==> config.mk <==
export PLATFORM = sky130hd
export DESIGN_NAME = lpi_link_monitor
export DESIGN_NICKNAME = d
export VERILOG_FILES = /design/src/common/lpi_link_pkg.sv /design/src/hw/lpi_link_monitor.sv
export SDC_FILE = /design/constraint.sdc
export NUM_CORES = 1
export LEC_CHECK = 0
export ABC_CLOCK_PERIOD_IN_PS = 1800
export BUFFER_PORTS_ARGS = -buffer_cell sky130_fd_sc_hd__buf_4
export CAP_MARGIN = 0
export CORE_MARGIN = 10
export CORE_UTILIZATION = 40
export DETAILED_ROUTE_END_ITERATION = 12
export PLACE_DENSITY = 0.68
export SETUP_SLACK_MARGIN = 0.4
export SLEW_MARGIN = 15
export SYNTH_ARGS = -nofsm -noshare
export SYNTH_HDL_FRONTEND = slang
export SYNTH_SLANG_ARGS = --single-unit
==> constraint.sdc <==
create_clock -name clk -period 1.8 [get_ports clk]
set_input_delay 0.09 -clock clk [delete_from_list [all_inputs] [get_ports clk]]
set_output_delay 0.09 -clock clk [all_outputs]
set_load 0.005 [all_outputs]
==> src/common/lpi_link_pkg.sv <==
// lpi link supervision: constants, register map, timer limits and encodings.
// assumes a 250 mhz symbol clock; times are held in ns and turned into cycles here.
package lpi_link_pkg;

   localparam int unsigned CLK_PERIOD_NS = 4;

   // qualification interval and lpi timers, shortest legal time in ns
   localparam int unsigned QUALIFY_NS    = 330000;
   localparam int unsigned RX_TI_NS      = 800;
   localparam int unsigned RX_TQ_NS      = 24000000;
   localparam int unsigned RX_TS_NS      = 240000;
   localparam int unsigned RX_TW_NS      = 30000;
   localparam int unsigned TX_TQ_NS      = 20000000;
   localparam int unsigned TX_TS_NS      = 200000;
   localparam int unsigned LINK_FAIL_NS  = 90000;

   localparam int unsigned QUALIFY_CYC   = (QUALIFY_NS + CLK_PERIOD_NS - 1) / CLK_PERIOD_NS;
   localparam int unsigned RX_TI_CYC     = (RX_TI_NS + CLK_PERIOD_NS - 1) / CLK_PERIOD_NS;
   localparam int unsigned RX_TQ_CYC     = (RX_TQ_NS + CLK_PERIOD_NS - 1) / CLK_PERIOD_NS;
   localparam int unsigned RX_TS_CYC     = (RX_TS_NS + CLK_PERIOD_NS - 1) / CLK_PERIOD_NS;
   localparam int unsigned RX_TW_CYC     = (RX_TW_NS + CLK_PERIOD_NS - 1) / CLK_PERIOD_NS;
   localparam int unsigned TX_TQ_CYC     = (TX_TQ_NS + CLK_PERIOD_NS - 1) / CLK_PERIOD_NS;
   localparam int unsigned TX_TS_CYC     = (TX_TS_NS + CLK_PERIOD_NS - 1) / CLK_PERIOD_NS;
   localparam int unsigned LINK_FAIL_CYC = (LINK_FAIL_NS + CLK_PERIOD_NS - 1) / CLK_PERIOD_NS;

   localparam int unsigned CNT_W   = 23;
   localparam int unsigned NUM_TMR = 7;

   // timer indices on timer_start / timer_expired
   localparam int unsigned TMR_RX_TI     = 0;
   localparam int unsigned TMR_RX_TQ     = 1;
   localparam int unsigned TMR_RX_TS     = 2;
   localparam int unsigned TMR_RX_TW     = 3;
   localparam int unsigned TMR_TX_TQ     = 4;
   localparam int unsigned TMR_TX_TS     = 5;
   localparam int unsigned TMR_LINK_FAIL = 6;

   // register map
   localparam logic [7:0]  ADDR_CTRL     = 8'h00;
   localparam logic [7:0]  ADDR_STATUS   = 8'h04;
   localparam logic [7:0]  ADDR_WAKE_ERR = 8'h08;
   localparam int unsigned CTRL_LPI_EN   = 0;
   localparam int unsigned CTRL_AN_PRES  = 1;
   localparam logic [1:0]  CTRL_RESET    = 2'h3;
   localparam logic [15:0] WAKE_ERR_RESET = 16'h0000;

   // far-end fault indication: 17 code groups of 5 bits, 84 ones then one zero
   localparam logic [4:0]  FEF_LAST_GROUP = 5'h10;
   localparam logic [4:0]  FEF_ONES       = 5'h1f;
   localparam logic [4:0]  FEF_TAIL       = 5'h0f;

   typedef enum logic [1:0] {
      LINK_FAIL  = 2'h0,
      LINK_READY = 2'h1,
      LINK_OK    = 2'h2
   } link_status_t;

   typedef enum logic [1:0] {
      CTL_DISABLE = 2'h0,
      CTL_SCAN    = 2'h1,
      CTL_ENABLE  = 2'h2
   } link_control_t;

endpackage

==> src/hw/lpi_link_monitor.sv <==
// lpi link supervision: link monitor, far-end fault generator, quiet
// indications to the pmd and the seven lpi timers, with a plain register port.
// assumes the pcs state machines and auto-negotiation share clk; signal_status
// arrives from the pmd asynchronously.
//
// Decided for this implementation: the placing of the registers and the plain strobed port.
`timescale 1ns/1ps
`default_nettype none

// What this block does
// - signal off in normal operation forces fail
// - link_control disable forces link_status fail
// - lpi_link_fail in low power rx forces fail
// - qualify after signal on for 330 us
// - qualified link reports ready to auto-negotiation unless link_control is already enable
// - without auto-negotiation link_control is always enable
// - signal on passes transmit code bits unchanged once any fault cycle in progress has finished
// - signal off outside lpi sends whole fault cycles
// - rx_quiet only in low power quiet receive
// - tx_quiet only in low power quiet transmit
// - rx idle timer expires within 0.8-0.9 us
// - rx quiet timer expires within 24-26 ms
// - rx sleep timer expires within 240-260 us
// - rx wake timer expires within 30-36 us
// - tx quiet timer expires within 20-22 ms
// - tx sleep timer expires within 200-220 us
// - link fail timer expires within 90-110 us
// - rx quiet timer expiry declares link failure
// - wake timer expiry without symbols counts error
// - tx quiet expiry wakes transmitter for refresh
// - tx sleep expiry moves transmitter to quiet
module lpi_link_monitor #(
   parameter logic [lpi_link_pkg::CNT_W-1:0] QUALIFY_CYCLES   = lpi_link_pkg::CNT_W'(lpi_link_pkg::QUALIFY_CYC),
   parameter logic [lpi_link_pkg::CNT_W-1:0] RX_TQ_CYCLES     = lpi_link_pkg::CNT_W'(lpi_link_pkg::RX_TQ_CYC),
   parameter logic [lpi_link_pkg::CNT_W-1:0] RX_TS_CYCLES     = lpi_link_pkg::CNT_W'(lpi_link_pkg::RX_TS_CYC),
   parameter logic [lpi_link_pkg::CNT_W-1:0] RX_TW_CYCLES     = lpi_link_pkg::CNT_W'(lpi_link_pkg::RX_TW_CYC),
   parameter logic [lpi_link_pkg::CNT_W-1:0] TX_TQ_CYCLES     = lpi_link_pkg::CNT_W'(lpi_link_pkg::TX_TQ_CYC),
   parameter logic [lpi_link_pkg::CNT_W-1:0] TX_TS_CYCLES     = lpi_link_pkg::CNT_W'(lpi_link_pkg::TX_TS_CYC),
   parameter logic [lpi_link_pkg::CNT_W-1:0] LINK_FAIL_CYCLES = lpi_link_pkg::CNT_W'(lpi_link_pkg::LINK_FAIL_CYC)
) (
   input  wire logic                                clk,
   input  wire logic                                rst,
   input  wire logic                                signal_status,
   input  wire lpi_link_pkg::link_control_t         link_control,
   input  wire logic                                lpi_link_fail,
   input  wire logic                                rx_lpi,
   input  wire logic                                rx_line_quiet,
   input  wire logic                                tx_lpi,
   input  wire logic                                tx_line_quiet,
   input  wire logic                                wake_symbols_seen,
   input  wire logic [4:0]                          tx_code_bits,
   input  wire logic [lpi_link_pkg::NUM_TMR-1:0]    timer_start,
   input  wire logic [7:0]                          reg_addr,
   input  wire logic [31:0]                         reg_wdata,
   input  wire logic                                reg_wr,
   input  wire logic                                reg_rd,
   output var lpi_link_pkg::link_status_t           link_status,
   output logic [4:0]                               fef_code_bits,
   output logic                                     rx_quiet,
   output logic                                     tx_quiet,
   output logic [lpi_link_pkg::NUM_TMR-1:0]         timer_expired,
   output logic                                     tx_refresh_wake,
   output logic                                     tx_enter_quiet,
   output logic [31:0]                              reg_rdata
);
   import lpi_link_pkg::*;

   typedef enum logic [1:0] {
      ST_DOWN,
      ST_QUALIFY,
      ST_WAIT_ENABLE,
      ST_UP
   } mon_state_t;

   // signal_status synchroniser, a change counts once stages two and three agree
   logic sig_meta;
   logic sig_s2;
   logic sig_s3;
   logic sig_on;

   always_ff @(posedge clk) begin
      if (rst) begin
         sig_meta <= 1'b0;
         sig_s2   <= 1'b0;
         sig_s3   <= 1'b0;
         sig_on   <= 1'b0;
      end else begin
         sig_meta <= signal_status;
         sig_s2   <= sig_meta;
         sig_s3   <= sig_s2;
         if (sig_s2 == sig_s3) begin
            sig_on <= sig_s3;
         end
      end
   end

   // control register and register port
   logic [1:0]  ctrl;
   logic [15:0] wake_err;
   logic        fef_active;
   wire         lpi_en     = ctrl[CTRL_LPI_EN];
   wire         an_present = ctrl[CTRL_AN_PRES];
   wire         wr_ctrl    = reg_wr && (reg_addr == ADDR_CTRL);
   wire         wr_wake    = reg_wr && (reg_addr == ADDR_WAKE_ERR);
   wire [31:0]  status_word = {26'h0, sig_on, fef_active, tx_quiet, rx_quiet, link_status};
   wire [31:0]  rd_word = (reg_addr == ADDR_CTRL)     ? {30'h0, ctrl} :
                          (reg_addr == ADDR_STATUS)   ? status_word :
                          (reg_addr == ADDR_WAKE_ERR) ? {16'h0, wake_err} : 32'h0;

   always_ff @(posedge clk) begin
      if (rst) begin
         ctrl      <= CTRL_RESET;
         reg_rdata <= 32'h0;
      end else begin
         if (wr_ctrl) begin
            ctrl <= reg_wdata[1:0];
         end
         reg_rdata <= reg_rd ? rd_word : 32'h0;
      end
   end

   // lpi timers, one counter each
   logic [CNT_W-1:0] limit [NUM_TMR];
   assign limit[TMR_RX_TI]     = CNT_W'(RX_TI_CYC);
   assign limit[TMR_RX_TQ]     = RX_TQ_CYCLES;
   assign limit[TMR_RX_TS]     = RX_TS_CYCLES;
   assign limit[TMR_RX_TW]     = RX_TW_CYCLES;
   assign limit[TMR_TX_TQ]     = TX_TQ_CYCLES;
   assign limit[TMR_TX_TS]     = TX_TS_CYCLES;
   assign limit[TMR_LINK_FAIL] = LINK_FAIL_CYCLES;

   logic [NUM_TMR-1:0] tmr_run;

   for (genvar i = 0; i < NUM_TMR; i++) begin : g_tmr
      logic [CNT_W-1:0] cnt;
      wire              at_end = (cnt == limit[i] - 1'b1);
      always_ff @(posedge clk) begin
         if (rst || !lpi_en) begin
            cnt              <= '0;
            tmr_run[i]       <= 1'b0;
            timer_expired[i] <= 1'b0;
         end else if (timer_start[i]) begin
            cnt              <= '0;
            tmr_run[i]       <= 1'b1;
            timer_expired[i] <= 1'b0;
         end else if (tmr_run[i]) begin
            if (at_end) begin
               tmr_run[i]       <= 1'b0;
               timer_expired[i] <= 1'b1;
            end else begin
               cnt <= cnt + 1'b1;
            end
         end
      end
   end

   // transmit timer consequences
   assign tx_refresh_wake = tx_lpi && timer_expired[TMR_TX_TQ];
   assign tx_enter_quiet  = tx_lpi && timer_expired[TMR_TX_TS];

   // wake error counter, bumped once per wake timer expiry without wake symbols seen; count wins over clear
   logic tw_seen;
   wire  tw_rise  = timer_expired[TMR_RX_TW] && !tw_seen;
   wire  wake_bad = tw_rise && !wake_symbols_seen;

   always_ff @(posedge clk) begin
      if (rst) begin
         tw_seen  <= 1'b0;
         wake_err <= WAKE_ERR_RESET;
      end else begin
         tw_seen <= timer_expired[TMR_RX_TW];
         if (wake_bad) begin
            wake_err <= wake_err + 1'b1;
         end else if (wr_wake) begin
            wake_err <= WAKE_ERR_RESET;
         end
      end
   end

   // link monitor
   mon_state_t       state;
   mon_state_t       next_state;
   logic [CNT_W-1:0] qual_cnt;
   wire              lpi_rx       = lpi_en && rx_lpi;
   wire              rx_quiet_exp = lpi_rx && timer_expired[TMR_RX_TQ];
   wire              ctl_enable   = !an_present || (link_control == CTL_ENABLE);
   wire              ctl_disable  = an_present && (link_control == CTL_DISABLE);
   wire              sig_lost     = !sig_on && !lpi_rx;
   wire              lpi_fail     = lpi_rx && (lpi_link_fail || rx_quiet_exp);
   wire              force_down   = ctl_disable || sig_lost || lpi_fail;
   wire              qualified    = (qual_cnt == QUALIFY_CYCLES - 1'b1);

   always_comb begin
      next_state = state;
      if (force_down) begin
         next_state = ST_DOWN;
      end else begin
         unique case (state)
            ST_DOWN: begin
               if (sig_on) begin
                  next_state = ST_QUALIFY;
               end
            end
            ST_QUALIFY: begin
               if (qualified) begin
                  next_state = ctl_enable ? ST_UP : ST_WAIT_ENABLE;
               end
            end
            ST_WAIT_ENABLE: begin
               if (ctl_enable) begin
                  next_state = ST_UP;
               end
            end
            ST_UP: begin
               next_state = ST_UP;
            end
         endcase
      end
   end

   wire link_status_t next_link_status = (next_state == ST_UP)          ? LINK_OK :
                                         (next_state == ST_WAIT_ENABLE) ? LINK_READY : LINK_FAIL;

   always_ff @(posedge clk) begin
      if (rst) begin
         state       <= ST_DOWN;
         link_status <= LINK_FAIL;
         qual_cnt    <= '0;
      end else begin
         state       <= next_state;
         link_status <= next_link_status;
         qual_cnt    <= (state == ST_QUALIFY && next_state == ST_QUALIFY) ? qual_cnt + 1'b1 : '0;
      end
   end

   // far-end fault generator: whole indication cycles while signal is lost
   logic [4:0] fef_group;
   wire        fef_want  = !sig_on && !lpi_rx;
   wire        fef_last  = (fef_group == FEF_LAST_GROUP);
   wire [4:0]  fef_word  = fef_last ? FEF_TAIL : FEF_ONES;
   wire        fef_go    = fef_active || fef_want;

   always_ff @(posedge clk) begin
      if (rst) begin
         fef_active    <= 1'b0;
         fef_group     <= 5'h00;
         fef_code_bits <= 5'h00;
      end else begin
         if (fef_go) begin
            fef_code_bits <= fef_word;
            fef_group     <= fef_last ? 5'h00 : fef_group + 1'b1;
            fef_active    <= !(fef_last && !fef_want);
         end else begin
            fef_code_bits <= tx_code_bits;
         end
      end
   end

   // quiet indications to the pmd
   always_ff @(posedge clk) begin
      if (rst) begin
         rx_quiet <= 1'b0;
         tx_quiet <= 1'b0;
      end else begin
         rx_quiet <= lpi_rx && rx_line_quiet;
         tx_quiet <= lpi_en && tx_lpi && tx_line_quiet;
      end
   end

   // cycles since the idle timer was started, saturating; feeds the length checks
   logic [8:0] ti_age;

   always_ff @(posedge clk) begin
      if (rst || !lpi_en) begin
         ti_age <= 9'h000;
      end else if (timer_start[TMR_RX_TI]) begin
         ti_age <= 9'h001;
      end else if (ti_age != 9'h000 && ti_age != 9'h1ff) begin
         ti_age <= ti_age + 9'h001;
      end
   end
endmodule
`default_nettype wire

Word level (Yosys, flattened, before mapping) --
Cells that the tools add are included.
Operators by class: $add $sub $neg 10, eq/ne operators 19, mux-type cells 37, bitwise logic cells 10, reductions and logical operators 61
Operators by type and width (number):
- 23-bit by 1-bit adder with 23-bit output (second input constant) | 8
- 23-bit by 16-bit == test with 1-bit output (second input constant) | 2
- 23-bit == test (second input constant) | 2
- 16-bit 2-to-1 mux | 2
- 2-bit AND reduction | 14
- 23-bit by 13-bit == test with 1-bit output (second input constant) | 1
- 23-bit by 15-bit == test with 1-bit output (second input constant) | 1
- 23-bit by 17-bit == test with 1-bit output (second input constant) | 1
- 23-bit by 8-bit == test with 1-bit output (second input constant) | 1
- 1-bit 2-to-1 mux | 23
- 2-bit OR reduction | 10
- 16-bit by 1-bit adder with 16-bit output (second input constant) | 1
- 1-bit logical AND | 16
- 5-bit 2-to-1 mux | 3
- 2-bit 2-to-1 mux | 6
- 6-bit 2-to-1 mux | 2
- 2-bit == test (second input constant) | 5
- 1-bit inverter | 10
- 8-bit by 3-bit == test with 1-bit output (second input constant) | 1
- 8-bit by 4-bit == test with 1-bit output (second input constant) | 1
- 1-bit logical NOT | 8
- 8-bit logical NOT | 1
- 2-bit one-hot mux with 4 select lines | 1
- 1-bit logical OR | 6
- other kinds (9) | 11
Word-level totals: flip-flop bits (word level) 270, input port bits 65, output and inout bits 50, word-level logic and storage cells 178

Logic depth before layout (Yosys ltp) --
depth in word-level cells 10, depth in mapped cells 7, mapped depth without buffers 6

Least setup slack after synthesis --
OpenSTA, ideal clock, no wires.
path kind flip-flop to flip-flop, start point register g_tmr[0].cnt[0], end point register g_tmr[0].cnt[0], setup time 0.128 ns, arrival time 1.684 ns, data required time 1.672 ns, path slack -0.012 ns, stages on the path, launching flop included 7, path buffers 0, clock period less this slack 1.812 ns, path through dfxtp_1 -> ha_1 -> nor4b_1 -> nand4_1 -> o41ai_1 -> xor2_1 -> nor2_1
On the way: word-level cells in the longest chain between the ends 3
Ends and longest elaborated chain:
- start: declaration | line lpi_link_monitor.sv:135 | logic [CNT_W-1:0] cnt;
- start signal: assignment | line lpi_link_monitor.sv:151 | cnt <= cnt + 1'b1;
- branches (longest 3 deep; another with 23-bit by 1-bit adder with 23-bit output)
Parallel ways; which one is timed is not known. A chain may end at the register's enable or synchronous reset.

Worst setup path after layout --
start point register g_tmr[0].cnt[16], end point register g_tmr[0].cnt[2]
On the way: word-level cells in the longest chain between the ends 3
Ends and longest elaborated chain:
- 23-bit by 8-bit == test with 1-bit output | line lpi_link_monitor.sv:136 | wire at_end = (cnt == limit[i] - 1'b1);
- 1-bit inverter (no source line)
- 2-bit AND reduction (no source line)
No other way between the ends.

==> results.py <==
metrics = {
    "synth": {
        "yosysSeqAreaShare": 0.442,
        "syn-cell-area_um2": 11500,
        "synth_cell_types": 71,
        "synth_ff_type": "dfxtp_1",
        "synth_cells": 1348,
        "async_reset_ff_frac": 0,
        "synth_edf_count": 0,
        "yosys_register_bits": 254,
        "syn_avg_cell_area_um2": 8.53,
        "ys_warn_count": 0,
    },
    "setup_path": {
        "path_max_fanout": 6,
        "critPathLaunch": "g_tmr[0].cnt[16]",
        "worst_setup_path_start_kind": "flip-flop",
        "path_class": "flip-flop to flip-flop",
        "worst_ep_required_time_ns": 2.26,
        "r2r-start": "g_tmr[0].cnt[16]",
        "arrival_ns": 2.29,
        "cp-end-kind": "flip-flop",
    },
    "outcome": {
        "status": "finished with violations",
        "violations": "hold timing, setup timing",
    },
    "cts": {
        "clkTransAtPathRegs_ns": 0.06,
        "cts_made_buffers": 28,
        "clock_latency_ns": 0.54,
        "cts_tree": "done",
        "root_buffer": "clkbuf_16",
        "htree_levels": 1,
        "cts.sinks": 254,
        "cts_buffer_depth": 3,
    },
    "sta": {
        "setup_viol_count_final": 1,
        "whs_ns": -0.0139,
        "fmax_ghz": 0.547,
        "finalHoldViolCount": 2,
        "final_max_slew_viol_count": 0,
        "fin_crit_ns": 1.83,
        "rsz0062_at_grt": "true",
        "fin_ws_ns": -0.0272,
        "fin_crit_sh": 1.02,
        "finClkSkew_ns": 0.0103,
        "final.setup.tns_ns": -0.0272,
    },
    "placement": {
        "post-dp-hpwl_um": 17900,
        "dpl_cell_area_um2": 13500,
        "gp_congestion": 0.824,
        "io_buffers": 68,
    },
    "power_and_ir_drop": {
        "p_leak_nw": 7.13,
        "max-vdd-ir-drop_uv": 754,
        "powerDensity_nw_per_um2": 682,
    },
    "worst_hold_path": {
        "hp-class": "input port to flip-flop",
        "min_from": "reg_addr[0]",
    },
    "route": {
        "drtAntennaViolNets": 0,
        "via_per_inst": 5.43,
        "drt-initial-drc-count": 767,
        "detail_route.wl_per_cell_um": 16.7,
        "drt_pass1_iterations": 7,
        "remaining_drc_errors": 0,
        "vias": 11400,
        "wl_um": 35100,
    },
    "finish": {
        "areaGrowthSynthToFinish_pct": 63.6,
        "fin_area_um2": 18800,
        "postLayoutCoreUtil": 0.659,
        "drive_gt1_frac": 0.493,
        "fin_nets": 1767,
        "fillers": 2007,
    },
    "die": {
        "num_rows": 62,
        "initial_core_util": 0.403,
        "ioPinCount": 115,
        "dieArea_um2": 35900,
        "core-area_um2": 28500,
        "die_h_um": 190,
        "die_w_um": 190,
    },
    "global_route": {
        "overflow": 0,
        "antenna_found_initial": 1,
        "grt_max_degree": 30,
        "grt_util_all_layers": 0.162,
        "grt_pass1_wl_um": 50800,
        "grt_pass1_vias": 10700,
    },
    "job": {
        "drv_cap": 0,
    },
}
[layout by cell type, fill, tap and decap left out, types with 9 or more instances in the layout]
| cell | synthesis | routed |
|---|---|---|
| a21oi_1 | 80 | 40 |
| a21oi_2 | 0 | 38 |
| and2_1 | 18 | 15 |
| and3_1 | 32 | 16 |
| and3_4 | 0 | 14 |
| and4_1 | 16 | 9 |
| buf_4 | 17 | 215 |
| buf_6 | 2 | 94 |
| clkbuf_16 | 0 | 35 |
| conb_1 | 1 | 16 |
| dfxtp_1 | 254 | 141 |
| dfxtp_2 | 0 | 73 |
| dfxtp_4 | 0 | 40 |
| dlygate4sd3_1 | 0 | 28 |
| ha_4 | 0 | 9 |
| inv_1 | 36 | 35 |
| nand2_1 | 79 | 65 |
| nand3_1 | 81 | 46 |
| nand3_2 | 0 | 24 |
| nand3_4 | 0 | 11 |
| nand4_1 | 61 | 61 |
| nor2_1 | 200 | 141 |
| nor2_2 | 1 | 16 |
| nor2_4 | 0 | 44 |
| nor3_4 | 1 | 22 |
| nor4_4 | 0 | 22 |
| o21ai_0 | 42 | 20 |
| o21ai_1 | 3 | 14 |
| or3_1 | 41 | 27 |
| or3_4 | 0 | 14 |
| xnor2_1 | 51 | 41 |
| xnor2_2 | 0 | 10 |
| xor2_1 | 73 | 66 |
[flip-flops by register name (all words and copies together) (netlist names), 5 cells and up]
signal,flops
reg_rdata,16
fef_group,5
fef_code_bits,5
qual_cnt,23
tmr_run,7
timer_expired,7
wake_err,16
g_tmr.cnt,161
[Yosys cell counts, types with 10 or more instances]
cell type  count  area share
o21ai_0       42       0.018
nand3_1       81       0.035
clkbuf_1      37       0.012
nand2_1       79       0.026
nor3_1        30       0.013
and2_1        18      0.0098
a21oi_1       80       0.035
nand2b_1      10      0.0054
dfxtp_1      254        0.44
xor2_1        73       0.056
nand4_1       61       0.033
and3_1        32       0.017
and4_1        16       0.012
buf_4         17       0.011
or4_1         13      0.0085
nor2_1       200       0.065
inv_1         36       0.012
ha_1          11       0.012
xnor2_1       51       0.039
or3_1         41       0.022
nor4_1        31       0.017
a211oi_1      10      0.0065
[critical path, cell delays in order (launching register included)]
cell      delay, ns
dfxtp_1        0.38
nor4_1         0.33
nand4_1        0.22
buf_4          0.20
or4_4          0.44
a211oi_2       0.18
[routing by layer]
metal	vias up	share of wire	track usage
met3	93	0.048	0.0260
met2	294	0.50	0.280
met5	-	0	0
li1	5476	-	-
met4	0	0.033	0.0546
met1	5530	0.42	0.200
[timing repair]
action                                 in CTS  in global routing
pin swaps                                 127                169
hold buffers                               27                  1
endpoints found under the hold margin      59                  1
setup endpoints to repair                 189                218
setup buffers                             110                 62
gates cloned                               10                  4
gates resized for setup                   285                346
[final timing paths]
check	slack [ns]	to	cells past startpoint
max reg2reg	-0.03	g_tmr[0].cnt[2]	5
min reg2reg	0.44	sig_s2	1
min	-0.01	reg_rdata[0]	5
max	-0.03	g_tmr[0].cnt[2]	5
[report_power, final]
part           internal (mW)  switching [mW]  total, mW  leakage, nW
Combinational          0.356           0.365      0.721         4.49
Sequential              5.61          0.0448       5.65         2.12
Clock                   4.11            2.34       6.45        0.527
[metrics by stage]
step | setup WS (ns) | power (mW) | cells
floorplan | 0.105 | 6.06 | 1363
global placement | 0.0356 | 6.22 | 1831
detailed placement | 0.0226 | 6.23 | 1831
CTS | 0.0555 | 12.8 | 2030
global route | -0.123 | 13.2 | 2098
finish | -0.0272 | 12.8 | 2098
[layout make-up]
cell class	count	area (um^2)	area share
diodes	1	2.50	0.000133
repair buffers	358	3340	0.178
clock buffers	39	877	0.0466
flip-flops and latches	254	5330	0.283
multi-input cells	1013	8450	0.449
clock inverters	13	195	0.0104
inverters	36	135	0.00719
well taps	384	480	0.0256
[cell families after synthesis]
logic type	Yosys count	share of synthesized area
compound gates	190	0.101
buf+inv	98	0.0394
simple gates	664	0.305
flops	254	0.442
fa+ha+maj	11	0.0120
xor+xnor	124	0.0945
mux	6	0.00522
other cells	1	0.000326
Power figures use the tool's default switching activity.
